## src/sic_map.svh

```systemverilog
// register map, field positions, reset values and codes of the spi interrupt/crc block
// assumes inclusion by the top module and the testbench only
`ifndef SIC_MAP_SVH
`define SIC_MAP_SVH

// register indices; byte address is four times the index
`define SIC_IDX_IRQ_MASK      16'hc0cc
`define SIC_IDX_EVENT_FLAGS   16'hc0ce
`define SIC_IDX_EVENT_ACK     16'hc0d0
`define SIC_IDX_CHECKSUM      16'hc0d2

// interrupt mask / flags / ack field positions
`define SIC_BIT_BLOCK         0
`define SIC_BIT_TRANSMIT      1
`define SIC_BIT_RECEIVE       2
`define SIC_BIT_FIFO_ERR      7

// checksum setup field positions
`define SIC_BIT_POLY_HI       15
`define SIC_BIT_POLY_LO       14
`define SIC_BIT_CRC_EN        13
`define SIC_BIT_CRC_LOAD      12
`define SIC_BIT_CRC_RX_SRC    11
`define SIC_BIT_CRC_NONZERO   10
`define SIC_BIT_CRC_NONONES   9

// reset values
`define SIC_RST_IRQ_MASK      3'h0
`define SIC_RST_FLAGS         3'h0
`define SIC_RST_POLY_SEL      2'h0

// polynomial select codes and generator terms (implicit top term dropped)
`define SIC_POLY_CCITT        2'h0
`define SIC_POLY_CRC7         2'h1
`define SIC_POLY_ALT16        2'h2
`define SIC_POLY_RSVD         2'h3
`define SIC_GEN_CCITT         16'h1021
`define SIC_GEN_CRC7          16'h0009
`define SIC_GEN_ALT16         16'h8005
`define SIC_LEN_16            5'h10
`define SIC_LEN_7             5'h07
`define SIC_CRC7_MASK         16'h007f

// receive length
`define SIC_RX_FULL_BYTE      4'h8

// axi responses
`define SIC_RESP_OKAY         2'h0
`define SIC_RESP_SLVERR       2'h2

`endif

```

## src/sic_pkg.sv

```systemverilog
// types of the spi interrupt/crc block
// assumes sic_map.svh sits beside it
package sic_pkg;

  typedef logic [1:0] sic_poly_t;

  typedef enum logic [2:0] {
    SIC_SEL_MASK  = 3'h0,
    SIC_SEL_FLAGS = 3'h1,
    SIC_SEL_ACK   = 3'h2,
    SIC_SEL_CRC   = 3'h3,
    SIC_SEL_NONE  = 3'h4
  } sic_sel_e;

  typedef struct packed {
    logic        awready;
    logic        wready;
    logic        bvalid;
    logic [1:0]  bresp;
    logic        arready;
    logic        rvalid;
    logic [31:0] rdata;
    logic [1:0]  rresp;
    logic [2:0]  irq_mask;
    logic [2:0]  flags;
    logic        fifo_err;
    logic        irq;
    logic        tx_underflow;
    logic        rx_overflow;
    logic [3:0]  rx_bit_count;
    sic_poly_t   poly_sel;
    logic        crc_en;
    logic        crc_load;
    logic        crc_rx_src;
    logic        crc_src_rx;
    logic [15:0] crc_gen;
    logic [4:0]  crc_len;
    logic        crc_nonzero;
    logic        crc_nonones;
  } sic_state_s;

endpackage : sic_pkg

```

## src/sic_top.sv

```systemverilog
// spi interrupt enable/status/clear and crc control, axi4-lite slave
// assumes shift engine, fifos and crc generator outside, all on clk_sys
//
// Contract
// - zero receive length means eight bits
// - mask bit 2 gates byte receive interrupt
// - mask bit 1 gates byte transmit interrupt
// - mask bit 0 gates block transfer interrupt
// - status bit 7 shows fifo error
// - error with empty/full means underflow/overflow
// - fifo init clears the fifo error
// - status bit 2 shows receive event pending
// - status bit 1 shows transmit event pending
// - status bit 0 shows block event pending
// - ack bit 1 clears transmit flag
// - ack bit 0 clears block flag
// - ack register holds nothing readable
// - code 00 selects ccitt sixteen bit
// - code 01 selects seven bit crc
// - code 10 alt sixteen, 11 sixteen
// - crc bit 13 enables calculation
// - crc bit 12 loads ones, reads zero
// - bit 11 picks crc stream, full duplex
// - bits 10/9 flag not-zero, not-ones
//
// Our own choice: register access over AXI4-Lite.
`include "sic_map.svh"
`timescale 1ns/1ps
`default_nettype none

module sic_top
  import sic_pkg::*;
#(
  parameter int ADDR_W = 20
) (
  input  wire  logic              clk_sys,
  input  wire  logic              rst_n,
  input  wire  logic [ADDR_W-1:0] s_axi_awaddr,
  input  wire  logic              s_axi_awvalid,
  output logic                    s_axi_awready,
  input  wire  logic [31:0]       s_axi_wdata,
  input  wire  logic [3:0]        s_axi_wstrb,
  input  wire  logic              s_axi_wvalid,
  output logic                    s_axi_wready,
  output logic [1:0]              s_axi_bresp,
  output logic                    s_axi_bvalid,
  input  wire  logic              s_axi_bready,
  input  wire  logic [ADDR_W-1:0] s_axi_araddr,
  input  wire  logic              s_axi_arvalid,
  output logic                    s_axi_arready,
  output logic [31:0]             s_axi_rdata,
  output logic [1:0]              s_axi_rresp,
  output logic                    s_axi_rvalid,
  input  wire  logic              s_axi_rready,
  input  wire  logic              byte_receive_event,
  input  wire  logic              byte_transmit_event,
  input  wire  logic              block_transfer_event,
  input  wire  logic              receive_flag_clear,
  input  wire  logic              fifo_error_event,
  input  wire  logic              fifo_init,
  input  wire  logic              tx_empty,
  input  wire  logic              rx_full,
  input  wire  logic              full_duplex,
  input  wire  logic [2:0]        rx_bit_length,
  input  wire  logic [15:0]       crc_value,
  output logic                    spi_irq,
  output logic                    tx_underflow,
  output logic                    rx_overflow,
  output logic [3:0]              rx_bit_count,
  output sic_poly_t               polynomial_select,
  output logic [15:0]             crc_generator,
  output logic [4:0]              crc_length,
  output logic                    crc_enable,
  output logic                    crc_load_ones,
  output logic                    crc_source_rx
);

  if (ADDR_W < 18 || ADDR_W > 32) begin : g_addr_chk
    $error("sic_top: ADDR_W must be 18..32");
  end

  sic_state_s st_reg;
  sic_state_s st_next;

  function automatic sic_sel_e decode(input logic [ADDR_W-1:0] addr);
    logic [ADDR_W-3:0] idx;
    idx = addr[ADDR_W-1:2];
    decode = SIC_SEL_NONE;
    if (addr[1:0] == 2'h0) begin
      if (idx == (ADDR_W-2)'(`SIC_IDX_IRQ_MASK))    decode = SIC_SEL_MASK;
      if (idx == (ADDR_W-2)'(`SIC_IDX_EVENT_FLAGS)) decode = SIC_SEL_FLAGS;
      if (idx == (ADDR_W-2)'(`SIC_IDX_EVENT_ACK))   decode = SIC_SEL_ACK;
      if (idx == (ADDR_W-2)'(`SIC_IDX_CHECKSUM))    decode = SIC_SEL_CRC;
    end
  endfunction : decode

  logic     wr_fire;
  logic     rd_fire;
  sic_sel_e wr_sel;
  sic_sel_e rd_sel;
  logic     lo_en;
  logic     hi_en;
  logic [2:0]  ack_clr;
  logic [2:0]  set_ev;
  logic [15:0] crc_chk;
  logic [15:0] rd_word;

  assign wr_fire = st_reg.awready && st_reg.wready;
  assign rd_fire = st_reg.arready && s_axi_arvalid;
  assign wr_sel  = decode(s_axi_awaddr);
  assign rd_sel  = decode(s_axi_araddr);
  assign lo_en   = wr_fire && s_axi_wstrb[0];
  assign hi_en   = wr_fire && s_axi_wstrb[1];

  always_comb begin
    st_next = st_reg;
    ack_clr = 3'h0;
    set_ev  = {byte_receive_event, byte_transmit_event, block_transfer_event};
    crc_chk = 16'h0000;
    rd_word = 16'h0000;

    // write channel: take address and data together
    st_next.awready = 1'b0;
    st_next.wready  = 1'b0;
    if (s_axi_awvalid && s_axi_wvalid && !st_reg.awready && !st_reg.bvalid) begin
      st_next.awready = 1'b1;
      st_next.wready  = 1'b1;
    end
    if (st_reg.bvalid && s_axi_bready) begin
      st_next.bvalid = 1'b0;
    end
    st_next.crc_load = 1'b0;
    if (wr_fire) begin
      st_next.bvalid = 1'b1;
      st_next.bresp  = (wr_sel == SIC_SEL_NONE) ? `SIC_RESP_SLVERR : `SIC_RESP_OKAY;
      unique case (wr_sel)
        SIC_SEL_MASK: begin
          if (lo_en) begin
            st_next.irq_mask = s_axi_wdata[2:0];
          end
        end
        SIC_SEL_ACK: begin
          if (lo_en) begin
            ack_clr[`SIC_BIT_TRANSMIT] = s_axi_wdata[`SIC_BIT_TRANSMIT];
            ack_clr[`SIC_BIT_BLOCK]    = s_axi_wdata[`SIC_BIT_BLOCK];
          end
        end
        SIC_SEL_CRC: begin
          if (hi_en) begin
            st_next.poly_sel   = s_axi_wdata[`SIC_BIT_POLY_HI:`SIC_BIT_POLY_LO];
            st_next.crc_en     = s_axi_wdata[`SIC_BIT_CRC_EN];
            st_next.crc_load   = s_axi_wdata[`SIC_BIT_CRC_LOAD];
            st_next.crc_rx_src = s_axi_wdata[`SIC_BIT_CRC_RX_SRC];
          end
        end
        SIC_SEL_FLAGS, SIC_SEL_NONE: begin
        end
      endcase
    end

    // receive flag clears from the data path; set wins over clear
    ack_clr[`SIC_BIT_RECEIVE] = receive_flag_clear;
    st_next.flags = (st_reg.flags & ~ack_clr) | set_ev;
    st_next.fifo_err = (st_reg.fifo_err && !fifo_init) || fifo_error_event;
    st_next.tx_underflow = st_next.fifo_err && tx_empty;
    st_next.rx_overflow  = st_next.fifo_err && rx_full;
    st_next.irq = |(st_next.flags & st_next.irq_mask);

    // receive length
    st_next.rx_bit_count = (rx_bit_length == 3'h0) ? `SIC_RX_FULL_BYTE
                                                   : {1'b0, rx_bit_length};

    // polynomial decode
    unique case (st_next.poly_sel)
      `SIC_POLY_CCITT: begin
        st_next.crc_gen = `SIC_GEN_CCITT;
        st_next.crc_len = `SIC_LEN_16;
      end
      `SIC_POLY_CRC7: begin
        st_next.crc_gen = `SIC_GEN_CRC7;
        st_next.crc_len = `SIC_LEN_7;
      end
      `SIC_POLY_ALT16: begin
        st_next.crc_gen = `SIC_GEN_ALT16;
        st_next.crc_len = `SIC_LEN_16;
      end
      `SIC_POLY_RSVD: begin
        st_next.crc_gen = `SIC_GEN_CCITT;
        st_next.crc_len = `SIC_LEN_16;
      end
    endcase
    st_next.crc_src_rx = full_duplex && st_next.crc_rx_src;

    // crc value status, upper bits ignored in seven bit mode
    crc_chk = (st_reg.poly_sel == `SIC_POLY_CRC7) ? (crc_value & `SIC_CRC7_MASK) : crc_value;
    st_next.crc_nonzero = (crc_chk != 16'h0000);
    st_next.crc_nonones = (st_reg.poly_sel == `SIC_POLY_CRC7) ? (crc_chk != `SIC_CRC7_MASK)
                                                              : (crc_chk != 16'hffff);

    // read channel
    st_next.arready = 1'b0;
    if (s_axi_arvalid && !st_reg.arready && !st_reg.rvalid) begin
      st_next.arready = 1'b1;
    end
    if (st_reg.rvalid && s_axi_rready) begin
      st_next.rvalid = 1'b0;
    end
    if (rd_fire) begin
      unique case (rd_sel)
        SIC_SEL_MASK:  rd_word = {13'h0000, st_reg.irq_mask};
        SIC_SEL_FLAGS: rd_word = {8'h00, st_reg.fifo_err, 4'h0, st_reg.flags};
        SIC_SEL_ACK:   rd_word = 16'h0000;
        SIC_SEL_CRC:   rd_word = {st_reg.poly_sel, st_reg.crc_en, 1'b0, st_reg.crc_rx_src,
                                  st_reg.crc_nonzero, st_reg.crc_nonones, 9'h000};
        SIC_SEL_NONE:  rd_word = 16'h0000;
      endcase
      st_next.rvalid = 1'b1;
      st_next.rdata  = {16'h0000, rd_word};
      st_next.rresp  = (rd_sel == SIC_SEL_NONE) ? `SIC_RESP_SLVERR : `SIC_RESP_OKAY;
    end
  end

  always_ff @(posedge clk_sys or negedge rst_n) begin
    if (!rst_n) begin
      st_reg <= '0;
    end else begin
      st_reg <= st_next;
    end
  end

  assign s_axi_awready     = st_reg.awready;
  assign s_axi_wready      = st_reg.wready;
  assign s_axi_bvalid      = st_reg.bvalid;
  assign s_axi_bresp       = st_reg.bresp;
  assign s_axi_arready     = st_reg.arready;
  assign s_axi_rvalid      = st_reg.rvalid;
  assign s_axi_rdata       = st_reg.rdata;
  assign s_axi_rresp       = st_reg.rresp;
  assign spi_irq           = st_reg.irq;
  assign tx_underflow      = st_reg.tx_underflow;
  assign rx_overflow       = st_reg.rx_overflow;
  assign rx_bit_count      = st_reg.rx_bit_count;
  assign polynomial_select = st_reg.poly_sel;
  assign crc_generator     = st_reg.crc_gen;
  assign crc_length        = st_reg.crc_len;
  assign crc_enable        = st_reg.crc_en;
  assign crc_load_ones     = st_reg.crc_load;
  assign crc_source_rx     = st_reg.crc_src_rx;
endmodule : sic_top

`default_nettype wire

```

## config.mk

```make
export PLATFORM = sky130hd
export DESIGN_NAME = sic_top
export DESIGN_NICKNAME = d
export VERILOG_FILES = /design/src/sic_pkg.sv /design/src/sic_top.sv
export VERILOG_INCLUDE_DIRS = /design/src /design/src/src
export SDC_FILE = /design/constraint.sdc
export NUM_CORES = 1
export LEC_CHECK = 0
export ABC_AREA = 1
export BUFFER_PORTS_ARGS = -buffer_cell sky130_fd_sc_hd__buf_2
export CAP_MARGIN = 10
export CORE_ASPECT_RATIO = 1.2
export CORE_MARGIN = 10
export CORE_UTILIZATION = 46
export DETAILED_ROUTE_END_ITERATION = 10
export GPL_TIMING_DRIVEN = 1
export PLACE_DENSITY = 0.86
export SYNTH_ARGS = -nofsm -noshare
export SYNTH_HDL_FRONTEND = slang
export SYNTH_SLANG_ARGS = --single-unit
```

## constraint.sdc

```tcl
create_clock -name clk_sys -period 2.4 [get_ports clk_sys]
set_clock_uncertainty 0.2 [all_clocks]
set_input_delay 0.24 -clock clk_sys [delete_from_list [all_inputs] [get_ports clk_sys]]
set_output_delay 0.24 -clock clk_sys [all_outputs]
set_load 0.02 [all_outputs]
```

==> impl_metrics.csv, run 1 <==
group,metric,value,unit
sta,slew_headroom,38.2,%
die,initial_core_util,47.5,%
final_layout,most-common-layout-cells,"buf_2, nand2_1, inv_1, dfrtp_1, conb_1",
synthesis,synthTopCellsByArea,"dfrtp_1, buf_4, nand2_1, inv_1, nand4_1",
critical_path,crit_path_start_kind,"primary input",
synthesis,synth.avg_cell_area,7.87,µm²
global_route,grt_max_degree,44,
drt,wire_per_inst,13.0,µm
sta,setup_tns,0,ns
critical_path,cp_slowest_cell,"dlygate4sd3_1",
critical_path,crit_type,"primary input to register",
synthesis,synth_edf_count,0,
hold_path,whs_path_depth,3,
synthesis,synth_warnings,0,
sta,hold_viol,0,
final_layout,drive_gt1_share,36.8,%
die,std_cell_rows,31,
sta,slew_viol_final,0,
critical_path,endpoint_kind,"register",
global_route,grt_pass1_wl,12300,µm
sta,max_freq,0.429,GHz
cts,worstSkewPairLatency,0.29,ns
drt,drt_iter0_drc,71,
cts,clock_sinks,43,
critical_path,rr_worst_depth,6,
cts,numCtsBuffers,5,
sta,period_minus_slack,2.33,ns
job,maxCapViolCount,0,
pwr,power_density,450,nW/µm²
global_route,grt_usage,14.7,%
drt,first_pass_iters,4,
placement,portBuffers,123,
synthesis,ys_seq_elements,43,
sta,fin_ws,0.0707,ns
synthesis,synth_cell_types,37,
critical_path,arrival,2.31,ns
final_layout,antenna_cells,0,
sta,fin_hold_ws,0.0175,ns
die,die_h,107,µm
cts,cts_root_buf,"clkbuf_8",
sta,setup_viol,0,
critical_path,path_cells,"dlygate4sd3_1 -> buf_2 -> nor3_1 -> dlygate4sd3_1 -> nand3_1 -> dlygate4sd3_1",
drt,vias,2548,
drt,drc,0,
global_route,grt_pass1_vias,2799,
status,outcome,"finished clean",
cts,postCtsResizedCells,0,
cts,clock_path_buffers,2,
sta,period_share,97.1,%
critical_path,critical_path_peak_fanout,2,
drt,wirelength,7420,µm
final_layout,final_common_cell,"buf_2",
synthesis,synth_top_cell_by_area,"dfrtp_1",
critical_path,max_stage_delay,0.58,ns
placement,place_congestion,0.846,
synthesis,synth_cells,365,
pwr,p_leak,1.91,nW
die,coreArea,6050,µm²
die,num_io_pins,185,
die,die_w,92.2,µm
critical_path,required,2.38,ns
synthesis,yosysSeqAreaShare,37.4,%
final_layout,areaGrowthSynthToFinish,24.1,%
placement,preCtsSetupSlack,0.340,ns
sta,worstMarginPinSlew,0.927,ns
synthesis,ys_async_sr_fraction,100,%
synthesis,synth_top_area_share,37.4,%
die,dieArea,9820,µm²
drt,ant_nets,0,
cts,cts-htree-levels,2,
global_route,overflow,0,
pwr,vdd_drop_max,0.000221,V
synthesis,synth_ff_type,"dfrtp_1",
hold_path,hp-class,"primary input to register",
synthesis,syn_area,2870,µm²
critical_path,crit_top_cell,"dlygate4sd3_1",
global_route,antenna_found_initial,0,
final_layout,final_nets,599,
placement,place_hpwl,6180,µm
cts,cts_tree,"done",
drt,vias_per_cell,4.48,
sta,rsz0062_at_grt,"no",
cts,cts.reportedPaths.clkPinSlew,0.08,ns
## cell usage after synthesis, types with 3 or more instances
master	n
nor2_4	4
buf_4	64
nand3_1	17
nand2_2	8
nor2_2	10
nand4_1	14
o21ai_1	8
o21ai_2	3
dfrtp_1	43
nand2_1	64
o21ai_0	6
inv_2	10
clkbuf_1	3
inv_1	50
nor3_1	6
nor2_1	23
a21oi_1	5
## stage by stage
stage | power [mW] | util, % | std cells | instance area [µm²]
3_5_place_dp | 1.12 | 53.3 | 536 | 3220
4_1_cts | 1.62 | 58.9 | 569 | 3570
5_1_grt | 1.70 | 58.9 | 569 | 3570
3_3_place_gp | 1.11 | 53.3 | 536 | 3220
2_1_floorplan | 1.05 | - | 399 | 3000
6_report | 1.61 | 58.9 | 569 | 3570
## cell families (layout without fill, tap and decap cells)
group | count (synthesis) | in the layout | synth area share (%)
AND/OR/NAND/NOR | 160 | 160 | 29.1
buffers and inverters | 128 | 216 | 25.1
flip-flops | 43 | 43 | 37.4
AO/OA/AOI/OAI | 29 | 29 | 6.71
adder cells (fa/ha/maj) | 2 | 2 | 0.871
other | 2 | 36 | 0.261
multiplexers | 1 | 1 | 0.522
## layer usage
layer	vias to the layer above	part of all wire, %	global-route usage [%]	wire [µm]
met5	-	0	0	0
met4	0	1.8	4.30	135
met3	14	7.3	4.88	539
met2	95	53	27.8	3970
met1	1155	37	14.9	2780
li1	1284	-	-	-
## final timing paths
check	start	endpoint	slack [ns]
setup reg to reg	s_axi_awready	crc_generator[12]	0.59
min in group asynchronous	rst_n	s_axi_rdata[0]	0.41
setup / recovery	crc_value[5]	st_reg[1]	0.07
max in group asynchronous	rst_n	polynomial_select[1]	1.01
hold reg to reg	s_axi_arready	s_axi_arready	0.25
hold / removal	s_axi_wdata[14]	polynomial_select[0]	0.02
## report_power, final
part	switching, mW	internal, mW
Clock	0.262	0.208
Combinational	0.226	0.132
Sequential	0.0189	0.759
Total	0.507	1.10
## cell type report
type | count | area [µm²]
inverter | 60 | 225
tap | 82 | 103
clock buffer | 5 | 68.8
fill | 569 | 2480
clock inverter | 3 | 23.8
timing repair buffer | 148 | 866
sequential | 43 | 1080
multi-input combinational | 228 | 1200
## critical path, delay by kind of cell
kind	cells	cell delay, ns
buffers and inverters	4	1.82
and+or+nand+nor	2	0.24
## what timing repair did
action                                 4_1_cts  5_1_grt
endpoints found under the hold margin       62        0
buffers inserted                             0        0
hold buffers                                25        0
Power figures use the tool's default switching activity.
==> run 2: changes to the inputs <==
Settings changed: SETUP_SLACK_MARGIN set to 0.2.
==> run 2 against run 1 <==
Against the previous run:
- critical path depth is the same
- global-route usage about the same
- worst hold slack barely moved
- via count is 0.59% higher
- clock-buffer cell count unchanged
- clock power about the same
- die area is the same
- critical path type is now register to register
- highest routed layer unchanged
==> impl_metrics.csv, run 2 (synthesis gave the netlist of run 1 again) <==
group,metric,value,unit
pwr,power_density,449,nW/µm²
placement,place_congestion,0.846,
sta,slew_viol_final,0,
final_layout,areaGrowthSynthToFinish,24.4,%
die,initial_core_util,47.5,%
cts,cts.reportedPaths.clkPinSlew,0.08,ns
critical_path,crit_type,"register to register",
final_layout,final_common_cell,"buf_2",
placement,place_hpwl,6180,µm
cts,postCtsResizedCells,0,
hold_path,hp-class,"primary input to register",
drt,drc,0,
drt,drt_iter0_drc,55,
sta,slew_headroom,38.3,%
pwr,finalPower,1.61,mW
drt,ant_nets,0,
critical_path,max_stage_delay,0.51,ns
pwr,p_sw,0.507,mW
critical_path,cp_slowest_cell,"dfrtp_1",
die,die_h,107,µm
cts,cts_tree,"done",
critical_path,path_cells,"nand2_1 -> inv_1 -> nand4_2 -> o21ai_2 -> inv_1 -> ha_1",
critical_path,crit_family,"flip-flops",
pwr,seq_power_share,48.4,%
die,dieArea,9820,µm²
cts,post-cts-setup-buffers,0,
job,maxCapViolCount,0,
pwr,p_int,1.10,mW
pwr,p_sw_share,31.5,%
cts,cts_root_buf,"clkbuf_8",
cts,clock_sinks,43,
drt,vias,2563,
final_layout,most-common-layout-cells,"buf_2, nand2_1, inv_1, dfrtp_1, conb_1",
die,std_cell_rows,31,
drt,first_pass_iters,4,
critical_path,path_buf_inv,2,
cts,worstSkewPairLatency,0.29,ns
critical_path,crit_top_cell,"inv_1",
critical_path,required,2.38,ns
cts,clock_path_buffers,2,
final_layout,final_nets,600,
pwr,p_leak,1.92,nW
pwr,vdd_drop_max,0.000222,V
drt,wire_per_inst,13.0,µm
status,outcome,"finished clean",
global_route,grt_pass1_wl,12300,µm
drt,vias_per_cell,4.50,
cts,ctsHoldBuffers,26,
sta,rsz0062_at_grt,"no",
global_route,grt_use_met3,5.02,%
sta,setup_tns,0,ns
pwr,pwr-share-comb,22.4,%
global_route,grt_use_met2,27.4,%
critical_path,arrival,1.79,ns
global_route,busiest_layer,"met2",
critical_path,crit_path_start_kind,"register",
sta,setup_viol,0,
cts,numCtsBuffers,5,
global_route,grt_pass1_vias,2830,
cts,cts-htree-levels,2,
die,coreArea,6050,µm²
critical_path,critical_path_peak_fanout,9,
global_route,grt_use_met1,14.7,%
drt,wirelength,7430,µm
final_layout,drive_gt1_share,36.7,%
die,num_io_pins,185,
sta,period_share,75.5,%
pwr,clkPwrFrac,29.2,%
global_route,overflow,0,
sta,hold_viol,0,
critical_path,endpoint_kind,"register",
final_layout,antenna_cells,0,
sta,max_freq,0.552,GHz
sta,period_minus_slack,1.81,ns
global_route,grt_usage,14.7,%
global_route,antenna_found_initial,0,
sta,worstMarginPinSlew,0.926,ns
die,die_w,92.2,µm
placement,portBuffers,123,
global_route,grt_max_degree,44,
## run 2: changes by cell type in the layout (fill, tap and decap cells not counted)
cell,before,now
dlygate4sd3_1,25,26
## run 2: area by class of cell
class / instances / area, µm²
well taps: 82 / 103
clock buffers: 5 / 68.8
fillers: 568 / 2470
multi-input cells: 228 / 1200
clock inverters: 3 / 23.8
repair buffers: 149 / 876
flip-flops and latches: 43 / 1080
inverters: 60 / 225
## run 2: per-stage QoR
step	hold slack (ns)	cells	utilization, %	setup slack (ns)	area (µm²)
floorplan	-0.256	399	-	0.634	3000
global placement	0.163	536	53.3	0.388	3220
detailed placement	0.168	536	53.3	0.340	3220
CTS	0.00327	570	59.1	0.576	3580
global route	0.00356	570	59.1	0.432	3580
finish	0.0175	570	59.1	0.587	3580
## run 2: per-layer routing
| metal | wire, µm | vias up |
|---|---|---|
| li1 | - | 1287 |
| met1 | 2770 | 1157 |
| met4 | 190 | 0 |
| met3 | 538 | 20 |
| met2 | 3930 | 99 |
| met5 | 0 | - |
## run 2: tightest hold or removal path: cells and delay by family
kind                   cells  cell delay (ns)
buffers and inverters      2             0.16
AO/OA/AOI/OAI              1             0.07
## run 2: path summary, 6_finish.rpt
kind	from	endpoint	slack [ns]	cells past startpoint
worst max-delay path	s_axi_awready	crc_generator[12]	0.59	6
worst min-delay path	s_axi_wdata[14]	polynomial_select[0]	0.02	3
worst max register to register	s_axi_awready	crc_generator[12]	0.59	6
worst min register to register	s_axi_arready	s_axi_arready	0.25	1
max in group asynchronous	rst_n	polynomial_select[1]	1.01	2
min in group asynchronous	rst_n	s_axi_rdata[0]	0.41	2
## run 2: power groups by stage
stage / clock network (mW) / logic (mW) / registers [mW]
final: 0.470 / 0.360 / 0.778
after floorplan: 0 / 0.245 / 0.803
after global placement: 0 / 0.316 / 0.791
after CTS: 0.488 / 0.358 / 0.778
after global routing: 0.522 / 0.398 / 0.784
after detailed placement: 0 / 0.325 / 0.792
